--- src/rtl/timer16_cfg.svh ---
`ifndef TIMER16_CFG_SVH
`define TIMER16_CFG_SVH
// device i/o locations
`define IO_CTRL_A      4'h0
`define IO_CTRL_B      4'h1
`define IO_CNT_L       4'h2
`define IO_CNT_H       4'h3
`define IO_CAP_L       4'h4
`define IO_CAP_H       4'h5
`define IO_FLAGS       4'h6
`define IO_MASK        4'h7
`define IO_COMP        4'h8
// device field positions
`define CTRL_A_WGM_LO  1:0
`define CTRL_B_CS      2:0
`define CTRL_B_WGM_HI  4:3
`define CTRL_B_EDGE    6
`define CTRL_B_FILT    7
`define FLAG_OVF       0
`define FLAG_CAP       5
`define COMP_SEL       2
// device reset values and fixed counts
`define REG8_RESET     8'h00
`define CNT_RESET      16'h0000
`define CNT_ONE        16'h0001
`define CNT_MAX        16'hFFFF
`define TOP_8BIT       16'h00FF
`define TOP_9BIT       16'h01FF
`define TOP_10BIT      16'h03FF
`define CS_STOP        3'h0
`define CS_ONE         3'h1
// host apb map
`define APB_CMD        12'h000
`define APB_STATUS     12'h004
`define APB_ACK        12'h008
`define CMD_WDATA      7:0
`define CMD_ADDR       11:8
`define CMD_WRITE      16
`define ST_RDATA       7:0
`define ST_BUSY        8
`define ST_IRQ_CAP     9
`define ST_IRQ_OVF     10
`define ACK_CAP        0
`define ACK_OVF        1
`define WORD_RESET     32'h0000_0000
`endif

--- src/rtl/timer16_pkg.sv ---
package timer16_pkg;
`include "timer16_cfg.svh"

typedef logic [3:0] wgm_t;

typedef enum logic [1:0] {
	HOST_IDLE  = 2'b00,
	HOST_ISSUE = 2'b01,
	HOST_TAKE  = 2'b10
} host_state_e;

typedef enum logic {
	DIR_UP   = 1'b0,
	DIR_DOWN = 1'b1
} count_dir_e;

typedef struct packed {
	logic [15:0] count;
	logic [15:0] capture;
	logic [7:0]  temp;
	logic [7:0]  ctrl_a;
	logic [7:0]  ctrl_b;
	logic [7:0]  comp_ctrl;
	logic [7:0]  mask;
	logic        ovf_flag;
	logic        cap_flag;
	count_dir_e  dir;
	logic [7:0]  rdata;
	logic        irq_cap;
	logic        irq_ovf;
} dev_state_s;

typedef struct packed {
	logic [3:0] samples;
	logic       filtered;
	logic       prev;
} filt_state_s;

typedef struct packed {
	host_state_e state;
	logic [3:0]  addr;
	logic [7:0]  wdata;
	logic        wr_op;
	logic        io_wr;
	logic        io_rd;
	logic [7:0]  rdata;
	logic        ack_cap;
	logic        ack_ovf;
	logic        pready;
	logic        pslverr;
	logic [31:0] prdata;
} host_state_s;

function automatic logic icr_is_top(input wgm_t m);
	return (m == 4'h8) || (m == 4'hA) || (m == 4'hC) || (m == 4'hE);
endfunction

function automatic logic dual_slope(input wgm_t m);
	return ((m >= 4'h1) && (m <= 4'h3)) || ((m >= 4'h8) && (m <= 4'hB));
endfunction

function automatic logic fast_pwm(input wgm_t m);
	return ((m >= 4'h5) && (m <= 4'h7)) || (m == 4'hE) || (m == 4'hF);
endfunction

// modes whose top lives in the absent compare unit run to max
function automatic logic [15:0] top_value(input wgm_t m, input logic [15:0] icr);
	case (m)
		4'h1, 4'h5: return `TOP_8BIT;
		4'h2, 4'h6: return `TOP_9BIT;
		4'h3, 4'h7: return `TOP_10BIT;
		4'h8, 4'hA, 4'hC, 4'hE: return icr;
		default: return `CNT_MAX;
	endcase
endfunction

endpackage

--- src/rtl/timer16_io_if.sv ---
`timescale 1ns/1ns
`default_nettype none
interface timer16_io_if;
	logic [3:0] io_addr;
	logic       io_wr;
	logic       io_rd;
	logic [7:0] io_wdata;
	logic [7:0] io_rdata;
	logic       irq_capture;
	logic       irq_overflow;
	logic       ack_capture;
	logic       ack_overflow;

	modport device (
		input  io_addr,
		input  io_wr,
		input  io_rd,
		input  io_wdata,
		input  ack_capture,
		input  ack_overflow,
		output io_rdata,
		output irq_capture,
		output irq_overflow
	);

	modport host (
		output io_addr,
		output io_wr,
		output io_rd,
		output io_wdata,
		output ack_capture,
		output ack_overflow,
		input  io_rdata,
		input  irq_capture,
		input  irq_overflow
	);
endinterface
`default_nettype wire

--- src/rtl/timer16_device.sv ---
`timescale 1ns/1ns
`default_nettype none
module timer16_device
	import timer16_pkg::*;
(
	input  wire logic       pclk,
	input  wire logic       presetn,
	timer16_io_if.device    bus,
	input  wire logic       capture_pin,
	input  wire logic       comparator_output,
	input  wire logic [6:0] tick_sources,
	output logic [15:0]     count_value
);
	dev_state_s  s_q;
	dev_state_s  s_d;
	wgm_t        waveform_mode_field;
	logic [2:0]  clock_select_field;
	logic        timer_tick;
	logic [15:0] top;
	logic        at_top;
	logic        at_bottom;
	logic        capture_src;
	logic        capture_hit;

	////////////////////////////////////////////////////////////////////////
	// mode decode and tick selection

	assign waveform_mode_field = {s_q.ctrl_b[`CTRL_B_WGM_HI], s_q.ctrl_a[`CTRL_A_WGM_LO]};
	assign clock_select_field  = s_q.ctrl_b[`CTRL_B_CS];
	// prescaler taps come from outside; code n picks tap n-1
	assign timer_tick = (clock_select_field != `CS_STOP) &&
		tick_sources[3'(clock_select_field - `CS_ONE)];
	assign top       = top_value(waveform_mode_field, s_q.capture);
	assign at_top    = (s_q.count == top);
	assign at_bottom = (s_q.count == `CNT_RESET);
	// switching the source can fake an edge; software clears the flag after
	assign capture_src = s_q.comp_ctrl[`COMP_SEL] ? comparator_output : capture_pin;

	capture_filter u_filter (
		.pclk          (pclk),
		.presetn       (presetn),
		.raw_level     (capture_src),
		.filter_enable (s_q.ctrl_b[`CTRL_B_FILT]),
		.edge_rising   (s_q.ctrl_b[`CTRL_B_EDGE]),
		.run           (!icr_is_top(waveform_mode_field)),
		.capture_hit   (capture_hit)
	);

	////////////////////////////////////////////////////////////////////////
	// next state

	always_comb begin
		logic ovf_hit;
		logic clr_ovf;
		logic clr_cap;
		ovf_hit = 1'b0;
		clr_ovf = 1'b0;
		clr_cap = 1'b0;
		s_d     = s_q;

		// counting sequence
		if (timer_tick) begin
			if (dual_slope(waveform_mode_field)) begin
				if (s_q.dir == DIR_UP) begin
					if (at_top) begin
						s_d.dir   = DIR_DOWN;
						s_d.count = s_q.count - `CNT_ONE;
					end else begin
						s_d.count = s_q.count + `CNT_ONE;
					end
				end else begin
					if (at_bottom) begin
						s_d.dir   = DIR_UP;
						s_d.count = s_q.count + `CNT_ONE;
						ovf_hit   = 1'b1;
					end else begin
						s_d.count = s_q.count - `CNT_ONE;
					end
				end
			end else begin
				s_d.dir = DIR_UP;
				if (at_top || (s_q.count == `CNT_MAX)) begin
					s_d.count = `CNT_RESET;
				end else begin
					s_d.count = s_q.count + `CNT_ONE;
				end
				// fast pwm overflows at top, normal and ctc at max
				if (fast_pwm(waveform_mode_field)) begin
					ovf_hit = at_top;
				end else begin
					ovf_hit = (s_q.count == `CNT_MAX);
				end
			end
		end

		// capture event; counter value as it stands this cycle
		if (capture_hit) begin
			s_d.capture = s_q.count;
		end

		// cpu reads; side effects on temp happen once per strobe
		if (bus.io_rd) begin
			case (bus.io_addr)
				`IO_CTRL_A: begin
					s_d.rdata = s_q.ctrl_a;
				end
				`IO_CTRL_B: begin
					s_d.rdata = s_q.ctrl_b;
				end
				`IO_CNT_L: begin
					s_d.rdata = s_q.count[7:0];
					s_d.temp  = s_q.count[15:8];
				end
				`IO_CAP_L: begin
					s_d.rdata = s_q.capture[7:0];
					s_d.temp  = s_q.capture[15:8];
				end
				`IO_CNT_H, `IO_CAP_H: begin
					s_d.rdata = s_q.temp;
				end
				`IO_FLAGS: begin
					s_d.rdata            = `REG8_RESET;
					s_d.rdata[`FLAG_OVF] = s_q.ovf_flag;
					s_d.rdata[`FLAG_CAP] = s_q.cap_flag;
				end
				`IO_MASK: begin
					s_d.rdata = s_q.mask;
				end
				`IO_COMP: begin
					s_d.rdata = s_q.comp_ctrl;
				end
				default: begin
					s_d.rdata = `REG8_RESET;
				end
			endcase
		end

		// cpu writes come last so they override counting
		if (bus.io_wr) begin
			case (bus.io_addr)
				`IO_CTRL_A: begin
					s_d.ctrl_a = bus.io_wdata;
				end
				`IO_CTRL_B: begin
					s_d.ctrl_b = bus.io_wdata;
				end
				`IO_CNT_H, `IO_CAP_H: begin
					// temp is shared, so one high write can serve several lows
					s_d.temp = bus.io_wdata;
				end
				`IO_CNT_L: begin
					s_d.count = {s_q.temp, bus.io_wdata};
				end
				`IO_CAP_L: begin
					if (icr_is_top(waveform_mode_field)) begin
						s_d.capture = {s_q.temp, bus.io_wdata};
					end
				end
				`IO_FLAGS: begin
					clr_ovf = bus.io_wdata[`FLAG_OVF];
					clr_cap = bus.io_wdata[`FLAG_CAP];
				end
				`IO_MASK: begin
					s_d.mask = bus.io_wdata;
				end
				`IO_COMP: begin
					s_d.comp_ctrl = bus.io_wdata;
				end
				default: begin
				end
			endcase
		end

		// interrupt taken also clears; a new event wins over any clear
		clr_ovf      = clr_ovf || bus.ack_overflow;
		clr_cap      = clr_cap || bus.ack_capture;
		s_d.ovf_flag = ovf_hit || (s_q.ovf_flag && !clr_ovf);
		s_d.cap_flag = capture_hit || (s_q.cap_flag && !clr_cap);
		s_d.irq_ovf  = s_d.ovf_flag && s_q.mask[`FLAG_OVF];
		s_d.irq_cap  = s_d.cap_flag && s_q.mask[`FLAG_CAP];
	end

	////////////////////////////////////////////////////////////////////////
	// state register

	always_ff @(posedge pclk or negedge presetn) begin
		if (!presetn) begin
			s_q <= '0;
		end else begin
			s_q <= s_d;
		end
	end

	assign bus.io_rdata     = s_q.rdata;
	assign bus.irq_capture  = s_q.irq_cap;
	assign bus.irq_overflow = s_q.irq_ovf;
	assign count_value      = s_q.count;
endmodule
`default_nettype wire

--- src/rtl/capture_filter.sv ---
`timescale 1ns/1ns
`default_nettype none
module capture_filter
	import timer16_pkg::*;
(
	input  wire logic pclk,
	input  wire logic presetn,
	input  wire logic raw_level,
	input  wire logic filter_enable,
	input  wire logic edge_rising,
	input  wire logic run,
	output logic      capture_hit
);
	filt_state_s s_q;
	filt_state_s s_d;
	logic        level;

	// the filtered path lags the plain sample by exactly four cycles
	assign level       = filter_enable ? s_q.filtered : s_q.samples[0];
	assign capture_hit = run && (level != s_q.prev) && (level == edge_rising);

	always_comb begin
		s_d = s_q;
		// frozen while the capture register serves as top
		if (run) begin
			s_d.samples = {s_q.samples[2:0], raw_level};
			if (&s_q.samples) begin
				s_d.filtered = 1'b1;
			end else if (~|s_q.samples) begin
				s_d.filtered = 1'b0;
			end
			s_d.prev = level;
		end
	end

	// filter samples every system clock while run is high, never the timer tick
	always_ff @(posedge pclk or negedge presetn) begin
		if (!presetn) begin
			s_q <= '0;
		end else begin
			s_q <= s_d;
		end
	end
endmodule
`default_nettype wire

--- src/flat_wrapper.sv ---
// flat-port wrapper written by rule: the top's interface ports become plain ports
module timer16_device_flat import timer16_pkg::*;
  (pclk, presetn, capture_pin, comparator_output, tick_sources, count_value, bus_io_addr, bus_io_wr, bus_io_rd, bus_io_wdata, bus_ack_capture, bus_ack_overflow, bus_io_rdata, bus_irq_capture, bus_irq_overflow);
  timer16_io_if bus_i ();
  input  wire logic pclk;
  input  wire logic presetn;
  input  wire logic capture_pin;
  input  wire logic comparator_output;
  input  wire logic [6:0] tick_sources;
  output logic [15:0] count_value;
  input wire logic [$bits(bus_i.io_addr)-1:0] bus_io_addr;
  input wire logic [$bits(bus_i.io_wr)-1:0] bus_io_wr;
  input wire logic [$bits(bus_i.io_rd)-1:0] bus_io_rd;
  input wire logic [$bits(bus_i.io_wdata)-1:0] bus_io_wdata;
  input wire logic [$bits(bus_i.ack_capture)-1:0] bus_ack_capture;
  input wire logic [$bits(bus_i.ack_overflow)-1:0] bus_ack_overflow;
  output wire logic [$bits(bus_i.io_rdata)-1:0] bus_io_rdata;
  output wire logic [$bits(bus_i.irq_capture)-1:0] bus_irq_capture;
  output wire logic [$bits(bus_i.irq_overflow)-1:0] bus_irq_overflow;
  assign bus_i.io_addr = bus_io_addr;
  assign bus_i.io_wr = bus_io_wr;
  assign bus_i.io_rd = bus_io_rd;
  assign bus_i.io_wdata = bus_io_wdata;
  assign bus_i.ack_capture = bus_ack_capture;
  assign bus_i.ack_overflow = bus_ack_overflow;
  assign bus_io_rdata = bus_i.io_rdata;
  assign bus_irq_capture = bus_i.irq_capture;
  assign bus_irq_overflow = bus_i.irq_overflow;
  timer16_device u_core (.pclk(pclk), .presetn(presetn), .bus(bus_i), .capture_pin(capture_pin), .comparator_output(comparator_output), .tick_sources(tick_sources), .count_value(count_value));
endmodule
--- config.mk ---
export PLATFORM = sky130hd
export DESIGN_NAME = timer16_device_flat
export DESIGN_NICKNAME = d
export VERILOG_FILES = /design/src/rtl/timer16_pkg.sv /design/src/rtl/timer16_io_if.sv /design/src/rtl/timer16_device.sv /design/src/rtl/capture_filter.sv /design/src/flat_wrapper.sv
export VERILOG_INCLUDE_DIRS = /design/src /design/src/rtl
export SDC_FILE = /design/constraint.sdc
export NUM_CORES = 1
export LEC_CHECK = 0
export ABC_AREA = 1
export BUFFER_PORTS_ARGS = -buffer_cell sky130_fd_sc_hd__buf_2
export CORE_AREA = 2 2 101 103
export CTS_CLUSTER_DIAMETER = 40
export DETAILED_ROUTE_END_ITERATION = 6
export DIE_AREA = 0 0 103 105
export GPL_ROUTABILITY_DRIVEN = 1
export PLACE_DENSITY = 0.85
export SYNTH_ARGS = -nofsm -noshare
export SYNTH_HDL_FRONTEND = slang
export SYNTH_SLANG_ARGS = --single-unit
--- constraint.sdc ---
create_clock -name pclk -period 5.7 [get_ports pclk]
set_input_delay 1.425 -clock pclk [delete_from_list [all_inputs] [get_ports pclk]]
set_output_delay 1.425 -clock pclk [all_outputs]
set_load 0.01 [all_outputs]
Word level (Yosys, flattened, before mapping)

Index checks and enable logic that the tools add are counted.

Bits in registers: 91
Bits in latches: 0
RAM bits: 0
ROM bits: 0
Input port bits: 27
Output and inout port bits: 26
Word-level logic and storage cells: 129
Memories kept: 0

$add $sub $neg: 3
$mul: 0
Divide/modulo/power cells: 0
Magnitude comparators: 7
Eq/ne operators: 24
Shifts and indexed selects: 0
Muxes and demuxes: 39
Bitwise operators: 1
Reductions and logical operators: 39

Operators with widths:

| kind                    | number |
|---|---|
| $mux W16                | 10 |
| $mux W72                | 1 |
| $pmux W16 S4            | 1 |
| $pmux W8 S8             | 1 |
| $mux W8                 | 6 |
| $eq A4 B3 Y1 const B    | 7 |
| $eq A4 B4 Y1 const B    | 6 |
| $mux W1                 | 18 |
| $add A16 B1 Y16 const B | 1 |
| $eq A16 B16 Y1          | 1 |
| $eq A16 B16 Y1 const B  | 1 |
| $eq A4 B2 Y1 const B    | 4 |
| $logic_not A16 Y1       | 1 |
| $pmux W8 S2             | 1 |
| $sub A16 B1 Y16 const B | 1 |
| $logic_or A1 B1 Y1      | 11 |
| $logic_and A1 B1 Y1     | 10 |
| $reduce_and A2 Y1       | 5 |
| $eq A4 B1 Y1 const B    | 2 |
| $reduce_or A2 Y1        | 4 |
| $reduce_or A4 Y1        | 2 |
| $ge A4 B1 Y1 const B    | 1 |
| $ge A4 B3 Y1 const B    | 1 |
| $ge A4 B4 Y1 const B    | 1 |
| 14 further kinds        | 16 |

Longest topological paths before layout

Gate-level depths: netlist of run 1.

Depth after elaboration: 11
Gate-level depth with buffers: 17
Gate-level depth less buffers: 17

Cells and area by module

From an unflattened synthesis of run 1, not the netlist that was laid out.

Cell total of the unflattened synthesis: 863
Area total of the unflattened synthesis: 6165.9 um2

By module, submodules not included:

| module         | times used | cells an instance | area each (um2) | seq. area each (um2) |
|---|---|---|---|---|
| timer16_device | 1          | 826               | 5863.1          | 2127.0 |
| capture_filter | 1          | 37                | 302.8           | 150.1 |

Worst setup path after synthesis of run 1

OpenSTA, ideal clock, no wires.

Path type: input port to flip-flop
From: input bus_io_addr[1]
To: register u_core.s_q (netlist bit u_core.count_value[10])
Library setup time: 122 ps
Data arrival time: 2735 ps
Slack: 2843 ps
Stages on the path: 7
Cell sequence: clkbuf_1 -> nand3_1 -> nor2_1 -> inv_1 -> clkbuf_1 -> nor2_1 -> a21oi_1

RTL lines:

| element              | RTL line              | text |
|---|---|---|
| from (decl)          | flat_wrapper.sv:11    | `input wire logic [$bits(bus_i.io_addr)-1:0] bus_io_addr;` |
| to (signal assigned) | timer16_device.sv:188 | `s_q <= '0;` |
| to (signal assigned) | timer16_device.sv:190 | `s_q <= s_d;` |
| to (decl)            | timer16_device.sv:14  | `dev_state_s s_q;` |

==> implementation parameters, run 1 <==
Parameter                              Value

Run status
  Outcome    completed

Global routing
  Busiest layer in global routing    met2
  Maximum number of pins on one net before global-route repair    53
  Via count of the first global-routing pass    5735
  Global-route wire length before repair    29.48 mm
  GR met3 Demand/Resource    7.625%
  Met1 track demand over resource in global routing    48.19%
  Total global routing track utilization    35.69%
  Leftover overflow at the end of global routing    0
  Antenna violations before repair    0
  Met2 Usage GRT    53.57%

Hold path
  Count of cells along the worst hold path    2
  Hold Crit Class    flip-flop to flip-flop

STA
  Final-report setup violation count    0
  Worst Tran Pin Value    1.064 ns
  Total negative slack    0 ns
  Final worst path period share    58.55%
  Setup repair after global routing missed its margin    false
  Minimum clock period after layout    3.338 ns
  Final slew viol count    0
  Final Worst Setup Slack    2.362 ns
  Total count of hold-check failures in the final report    0
  Max-slew headroom    28.48%
  Maximum operating frequency    299.6 MHz
  Layout Skew    0.01075 ns

Synth
  FF+latch count, synth    91
  Syn Inst Count    894
  Synth Area per Inst    6.932 sq um
  Most used flip-flop cell after synthesis    sky130_fd_sc_hd__dfrtp_1
  Count of flip-flops with a built-in enable after synthesis    0
  Async SR Flop Fraction    100.0%
  Yosys top cell area share    36.75%
  Largest cells by area after synthesis    sky130_fd_sc_hd__dfrtp_1 37%, sky130_fd_sc_hd__nand2_1 15%, sky130_fd_sc_hd__inv_1 5.6%, sky130_fd_sc_hd__o21ai_0 5.5%, sky130_fd_sc_hd__nand3_1 5.2%
  Count of warnings emitted by yosys    0
  Most common cell in the synthesized netlist    sky130_fd_sc_hd__nand2_1
  Yosys top cell by area    sky130_fd_sc_hd__dfrtp_1
  Number of nets in the synthesized netlist    926
  Sequential-to-total area share from yosys stat    36.75%
  Mapped Area    0.006197 sq mm
  Number of distinct standard cells referenced by the synthesized netlist    43
  Most used standard cells in the synthesized netlist    250 x sky130_fd_sc_hd__nand2_1, 92 x sky130_fd_sc_hd__inv_1, 91 x sky130_fd_sc_hd__dfrtp_1

CTS
  Post-CTS setup buffer count    0
  H-tree depth    3
  Hold-fix buffers, CTS    0
  TritonCTS clock tree    done
  Buffer levels on the longest clock path    2
  Cell at the root of the clock tree    sky130_fd_sc_hd__clkbuf_8
  Sinks on Clock Net    91
  Insertion delay to the later sink of the worst-skew pair    0.37 ns
  TritonCTS Buffers    9
  Clock-pin transition on the worst setup and hold timing paths    0.08 ns
  Post-CTS Resized    0

Die
  Die outline width    103 um
  Full die area    0.01082 sq mm
  Number of top-level design ports    53
  Core region area    0.009639 sq mm
  Die Y-Extent    105 um
  Number of standard-cell rows in the floorplan    36
  Starting Density    64.29%

Power and ir drop
  Pint    1.555 mW
  Sequential fraction of design power    38.1%
  Sw Share    47.96%
  Power Density    460.1 mW/mm^2
  Leak Pwr    3.244 nW
  Portion of total power attributed to the clock network    14.9%
  Power dissipated by switching net loads    1.434 mW
  Peak ir drop on the vdd network    0.0002728 V
  Gate power share    47.0%

Critical path
  Worst R2R Setup Slack    2.56 ns
  Number of cells traversed by the worst register-to-register path    16
  Reg-to-Reg Start    u_core.s_q[33]
  Delay contributed by the slowest stage of the critical path    0.59 ns
  Critical path data required time    5.95 ns
  Most frequent cell on the critical path    sky130_fd_sc_hd__nor2_1
  Reg2Reg Capture Point    u_core.count_value[10]
  Destination of the critical timing path    u_core.count_value[8]
  List of cells traversed by the critical path    buf_2 -> nor2_1 -> nand3_1 -> nor2_1 -> buf_4 -> inv_1 -> nor2_1 -> a21oi_1
  CP endpoint kind    flip-flop
  Worst Path Arrival    3.58 ns
  Library cell contributing the largest single delay on the critical path    sky130_fd_sc_hd__nand3_1
  Largest fanout on the critical path    18
  Class of the most critical setup path    input port to flip-flop
  Launching element type of the critical path    input port
  Critical path launch point    bus_io_addr[3]

Place
  Total of buffers placed on input and output ports    52
  Half-perimeter wire length after detailed placement    13.43 mm
  Post-placement setup slack    2.083 ns
  RD Place Congestion    1.041
  Placement-stage cell area    0.006302 sq mm

Final layout
  Number of inserted diodes    0
  Number of fillers in the final layout    885
  Share of final-layout standard cells stronger than drive strength 1    9.745%
  Total Nets Final    930
  Final standard cell area without fillers    0.006496 sq mm
  Final core utilization    67.39%
  Area grow syn2layout    4.825%

Routing
  Pre-Repair DR Iteration Count    7
  Via count normalized by instance count    5.969
  Via total after detailed routing    6184
  Final wirelength    18.44 mm
  Remaining antenna violation count after routing    0
  Detailed-route DRC error count    0
  Mean routed wirelength per cell    17.79 um
  Initial DRC Count    725

Run
  Number of maximum-capacitance constraint violations    0
area by class of cell:
class / instances / area [sq um] / share of cell area (%)
flip-flops and latches: 91 / 2277 / 35.05
multi-input cells: 641 / 3191 / 49.11
well taps: 133 / 166.4 / 2.562
inverters: 98 / 367.9 / 5.663
clock buffers: 12 / 145.1 / 2.234
clock inverters: 4 / 48.80 / 0.7512
repair buffers: 57 / 300.3 / 4.622
critical path, delay by kind of cell:
kind                   cells  cell delay, ns
buffers and inverters      3            0.64
AO/OA/AOI/OAI              1            0.07
AND/OR/NAND/NOR            4            1.45
state kept, by name, indices dropped and copies added, names as in the netlist:
name	flops
u_core.s_q	56
u_core.count_value	16
u_core.bus.io_rdata	8
u_core.u_filter.s_q	6
u_core.clock_select_field	3
u_core.bus.irq_capture	1
u_core.bus.irq_overflow	1
cell families (layout without fill, tap and decap cells):
family | Yosys count | count (layout) | share of synthesized area (%)
AOI/OAI and AO/OA | 183 | 183 | 17.50
xor gates and xnor gates | 25 | 25 | 3.533
adders and majority gates | 5 | 5 | 1.009
buffers and inverters | 162 | 171 | 11.85
DFF | 91 | 91 | 36.75
and+or+nand+nor | 428 | 428 | 29.36
metal layers:
layer | vias up | part of all wire [%]
li1 | 2940 | -
met1 | 2829 | 41
met2 | 343 | 46
met3 | 72 | 9.5
met4 | 0 | 4.4
met5 | - | 0
worst min path at each step:
stage                      startpoint                      to  slack [ns]
2_1_floorplan  u_core.u_filter.s_q[1]  u_core.u_filter.s_q[1]        0.44
3_3_place_gp   u_core.u_filter.s_q[1]  u_core.u_filter.s_q[1]        0.46
3_5_place_dp   u_core.u_filter.s_q[1]  u_core.u_filter.s_q[1]        0.47
4_1_cts        u_core.u_filter.s_q[1]  u_core.u_filter.s_q[1]        0.49
5_1_grt        u_core.u_filter.s_q[1]  u_core.u_filter.s_q[1]        0.51
6_report       u_core.u_filter.s_q[1]  u_core.u_filter.s_q[1]        0.48
stage by stage:
step                cells  total power [mW]  hold slack (ns)
global route         1036             3.212           0.5058
detailed placement   1020             2.502           0.4670
floorplan             894             2.168           0.4420
global placement     1020             2.478           0.4583
finish               1036             2.989           0.4798
CTS                  1036             2.942           0.4858
power groups by stage:
stage | registers [mW] | logic (mW) | clock network [mW]
after floorplan | 0.975 | 1.19 | 0
after global placement | 1.13 | 1.34 | 0
after detailed placement | 1.13 | 1.37 | 0
after CTS | 1.12 | 1.37 | 0.444
after global routing | 1.16 | 1.58 | 0.474
final | 1.14 | 1.41 | 0.444
cells in the final DEF (no fill, tap or decap), drive strengths merged, types with 3 or more instances in the layout:
cell type,instances
nand2,253
inv,96
dfrtp,91
nor2,73
o21ai,72
nand3,67
buf,57
a21oi,44
xor2,25
o22ai,19
o211ai,19
nand4,14
nor3,13
a221oi,12
clkbuf,12
a31oi,7
ha,5
clkinv,5
nand3b,3
Power figures use the tool's default switching activity.
==> run 2, diff against run 1 <==
--- a/config.mk
+++ b/config.mk
@@ -8,12 +8,12 @@
 export LEC_CHECK = 0
 export ABC_AREA = 1
 export BUFFER_PORTS_ARGS = -buffer_cell sky130_fd_sc_hd__buf_2
-export CORE_AREA = 2 2 101 103
+export CORE_AREA = 2 2 104 106
 export CTS_CLUSTER_DIAMETER = 40
 export DETAILED_ROUTE_END_ITERATION = 6
-export DIE_AREA = 0 0 103 105
+export DIE_AREA = 0 0 106 108
 export GPL_ROUTABILITY_DRIVEN = 1
-export PLACE_DENSITY = 0.85
+export PLACE_DENSITY = 0.8
 export SYNTH_ARGS = -nofsm -noshare
 export SYNTH_HDL_FRONTEND = slang
 export SYNTH_SLANG_ARGS = --single-unit
==> constraint.sdc (replaced) <==
create_clock -name pclk -period 3.47 [get_ports pclk]
set_input_delay 0.8675 -clock pclk [delete_from_list [all_inputs] [get_ports pclk]]
set_output_delay 0.8675 -clock pclk [all_outputs]
set_load 0.01 [all_outputs]
==> implementation parameters, run 2 (synthesis gave the netlist of run 1 again) <==
Parameter                              Value

Run status
  Outcome    completed

Power and ir drop
  Leak Pwr    3.280 nW
  Peak ir drop on the vdd network    0.0003381 V
  Portion of total power attributed to the clock network    15.3%
  Power dissipated by switching net loads    2.416 mW
  Gate power share    47.1%
  Pint    2.508 mW
  Sw Share    49.07%
  Power Density    749.5 mW/mm^2
  Sequential fraction of design power    37.6%

STA
  Total negative slack    0 ns
  Maximum operating frequency    344.0 MHz
  Setup repair after global routing missed its margin    false
  Final worst path period share    83.77%
  Final-report setup violation count    0
  Total count of hold-check failures in the final report    0
  Final slew viol count    0
  Worst Tran Pin Value    0.6714 ns
  Max-slew headroom    55.24%
  Minimum clock period after layout    2.907 ns
  Layout Skew    0.01121 ns

Global routing
  Leftover overflow at the end of global routing    0
  Total global routing track utilization    33.98%
  Antenna violations before repair    0
  Via count of the first global-routing pass    5722
  Global-route wire length before repair    30.04 mm
  Maximum number of pins on one net before global-route repair    53

Critical path
  Library cell contributing the largest single delay on the critical path    sky130_fd_sc_hd__dfrtp_1
  Worst Path Arrival    3.22 ns
  List of cells traversed by the critical path    inv_2 -> nor2_4 -> nand2_1 -> nand2_1 -> nand2_1 -> nor2_1 -> nand2_1 -> nor2_2 -> nand3_4 -> nand2_4 -> nand2_4 -> inv_1 -> nand2_1 -> nand2_1 -> nand2_1 -> a21oi_1
  Delay contributed by the slowest stage of the critical path    0.65 ns
  Launching element type of the critical path    flip-flop
  Top delay family on crit path    simple AND/OR/NAND/NOR gates
  Largest fanout on the critical path    23
  Most frequent cell on the critical path    sky130_fd_sc_hd__nand2_1
  CP endpoint kind    flip-flop
  Critical path data required time    3.78 ns
  Count of buffering cells on the critical path with inverters included    2
  Class of the most critical setup path    flip-flop to flip-flop

Final layout
  Area grow syn2layout    5.996%
  Multi-input combinational cell area    0.003191 sq mm
  Leading cell type in the layout, fill and taps excluded    sky130_fd_sc_hd__nand2_1
  Most used cells in the layout excluding fill and tap cells    250 x sky130_fd_sc_hd__nand2_1, 92 x sky130_fd_sc_hd__inv_1, 91 x sky130_fd_sc_hd__dfrtp_1, 70 x sky130_fd_sc_hd__nor2_1, 68 x sky130_fd_sc_hd__o21ai_0
  Number of fillers in the final layout    1008
  Final standard cell area without fillers    0.006569 sq mm
  Share of final-layout standard cells stronger than drive strength 1    10.56%
  Register Area    0.002277 sq mm
  Max FFs per register    56
  Total Nets Final    936
  Number of inserted diodes    0
  Register with the most flip-flops    u_core.s_q
  Final core utilization    64.20%

Place
  Placement-stage cell area    0.006364 sq mm
  RD Place Congestion    1.019
  Total of buffers placed on input and output ports    52
  Half-perimeter wire length after detailed placement    13.45 mm

Die
  Die Y-Extent    108 um
  Full die area    0.01145 sq mm
  Core region area    0.01023 sq mm
  Number of standard-cell rows in the floorplan    37
  Starting Density    60.57%
  Die outline width    106 um
  Number of top-level design ports    53

CTS
  Post-CTS setup buffer count    0
  Sinks on Clock Net    91
  TritonCTS Buffers    9
  Buffer levels on the longest clock path    2
  Cell at the root of the clock tree    sky130_fd_sc_hd__clkbuf_8
  Post-CTS Resized    0
  Insertion delay to the later sink of the worst-skew pair    0.38 ns
  Hold-fix buffers, CTS    0
  TritonCTS clock tree    done
  H-tree depth    3
  Clock-pin transition on the worst setup and hold timing paths    0.11 ns

Routing
  Mean routed wirelength per cell    17.76 um
  Via total after detailed routing    6170
  Final wirelength    18.55 mm
  Initial DRC Count    644
  Remaining antenna violation count after routing    0
  Pre-Repair DR Iteration Count    5
  Detailed-route DRC error count    0
  Via count normalized by instance count    5.904

Run
  Number of maximum-capacitance constraint violations    0

Hold path
  Hold Crit Class    input port to async pin
==> run 2: cell count changes in the layout (fill, tap and decap cells not counted), sizes merged <==
cell,delta
bufinv,-1
buf,+6
clkbuf,-3
clkinv,+3
inv,+1
==> run 2: area by class of cell <==
cell class / count / share of cell area [%]
Timing Repair Buffer: 63 / 5.448
Inverter: 98 / 5.600
Clock buffer: 9 / 1.886
Multi-Input combinational cell: 641 / 48.57
Sequential cell: 91 / 34.67
Clock inverter: 7 / 1.238
Tap cell: 136 / 2.590
==> run 2: path summary, 6_finish.rpt <==
kind | startpoint | end | slack (ns) | cells after the start
setup / recovery | u_core.s_q[33] | u_core.count_value[10] | 0.56 | 16
hold / removal | presetn | u_core.count_value[6] | 0.46 | 1
setup reg to reg | u_core.s_q[33] | u_core.count_value[10] | 0.56 | 16
hold reg to reg | u_core.bus.io_rdata[1] | u_core.bus.io_rdata[1] | 0.49 | 1
max in group asynchronous | presetn | u_core.s_q[11] | 2.35 | 2
min in group pclk | u_core.bus.io_rdata[1] | u_core.bus.io_rdata[1] | 0.49 | 1
==> run 2: power groups by stage <==
stage | Combinational, mW | Sequential, mW | Clock (mW)
6_report | 2.32 | 1.85 | 0.755
5_1_grt | 2.63 | 1.89 | 0.801
4_1_cts | 2.29 | 1.83 | 0.755
3_5_place_dp | 2.28 | 1.85 | 0
3_3_place_gp | 2.25 | 1.85 | 0
2_1_floorplan | 1.96 | 1.60 | 0
==> run 2: through the flow <==
stage	total power [mW]	hold slack, ns	instances	worst slack, ns
5_1_grt	5.320	0.4920	1045	0.2579
2_1_floorplan	3.561	0.4420	894	1.170
4_1_cts	4.873	0.4883	1045	0.6198
3_3_place_gp	4.093	0.4609	1029	0.6854
6_report	4.923	0.4630	1045	0.5632
3_5_place_dp	4.129	0.4662	1029	0.6374
==> run 2: metal layers <==
metal / routed length [um] / GRT usage, % / up-vias
met5: 0 / 0 / -
met4: 891 / 16.82 / 0
met3: 1575 / 4.461 / 62
met2: 8528 / 52.81 / 303
met1: 7559 / 47.17 / 2855
li1: - / - / 2950
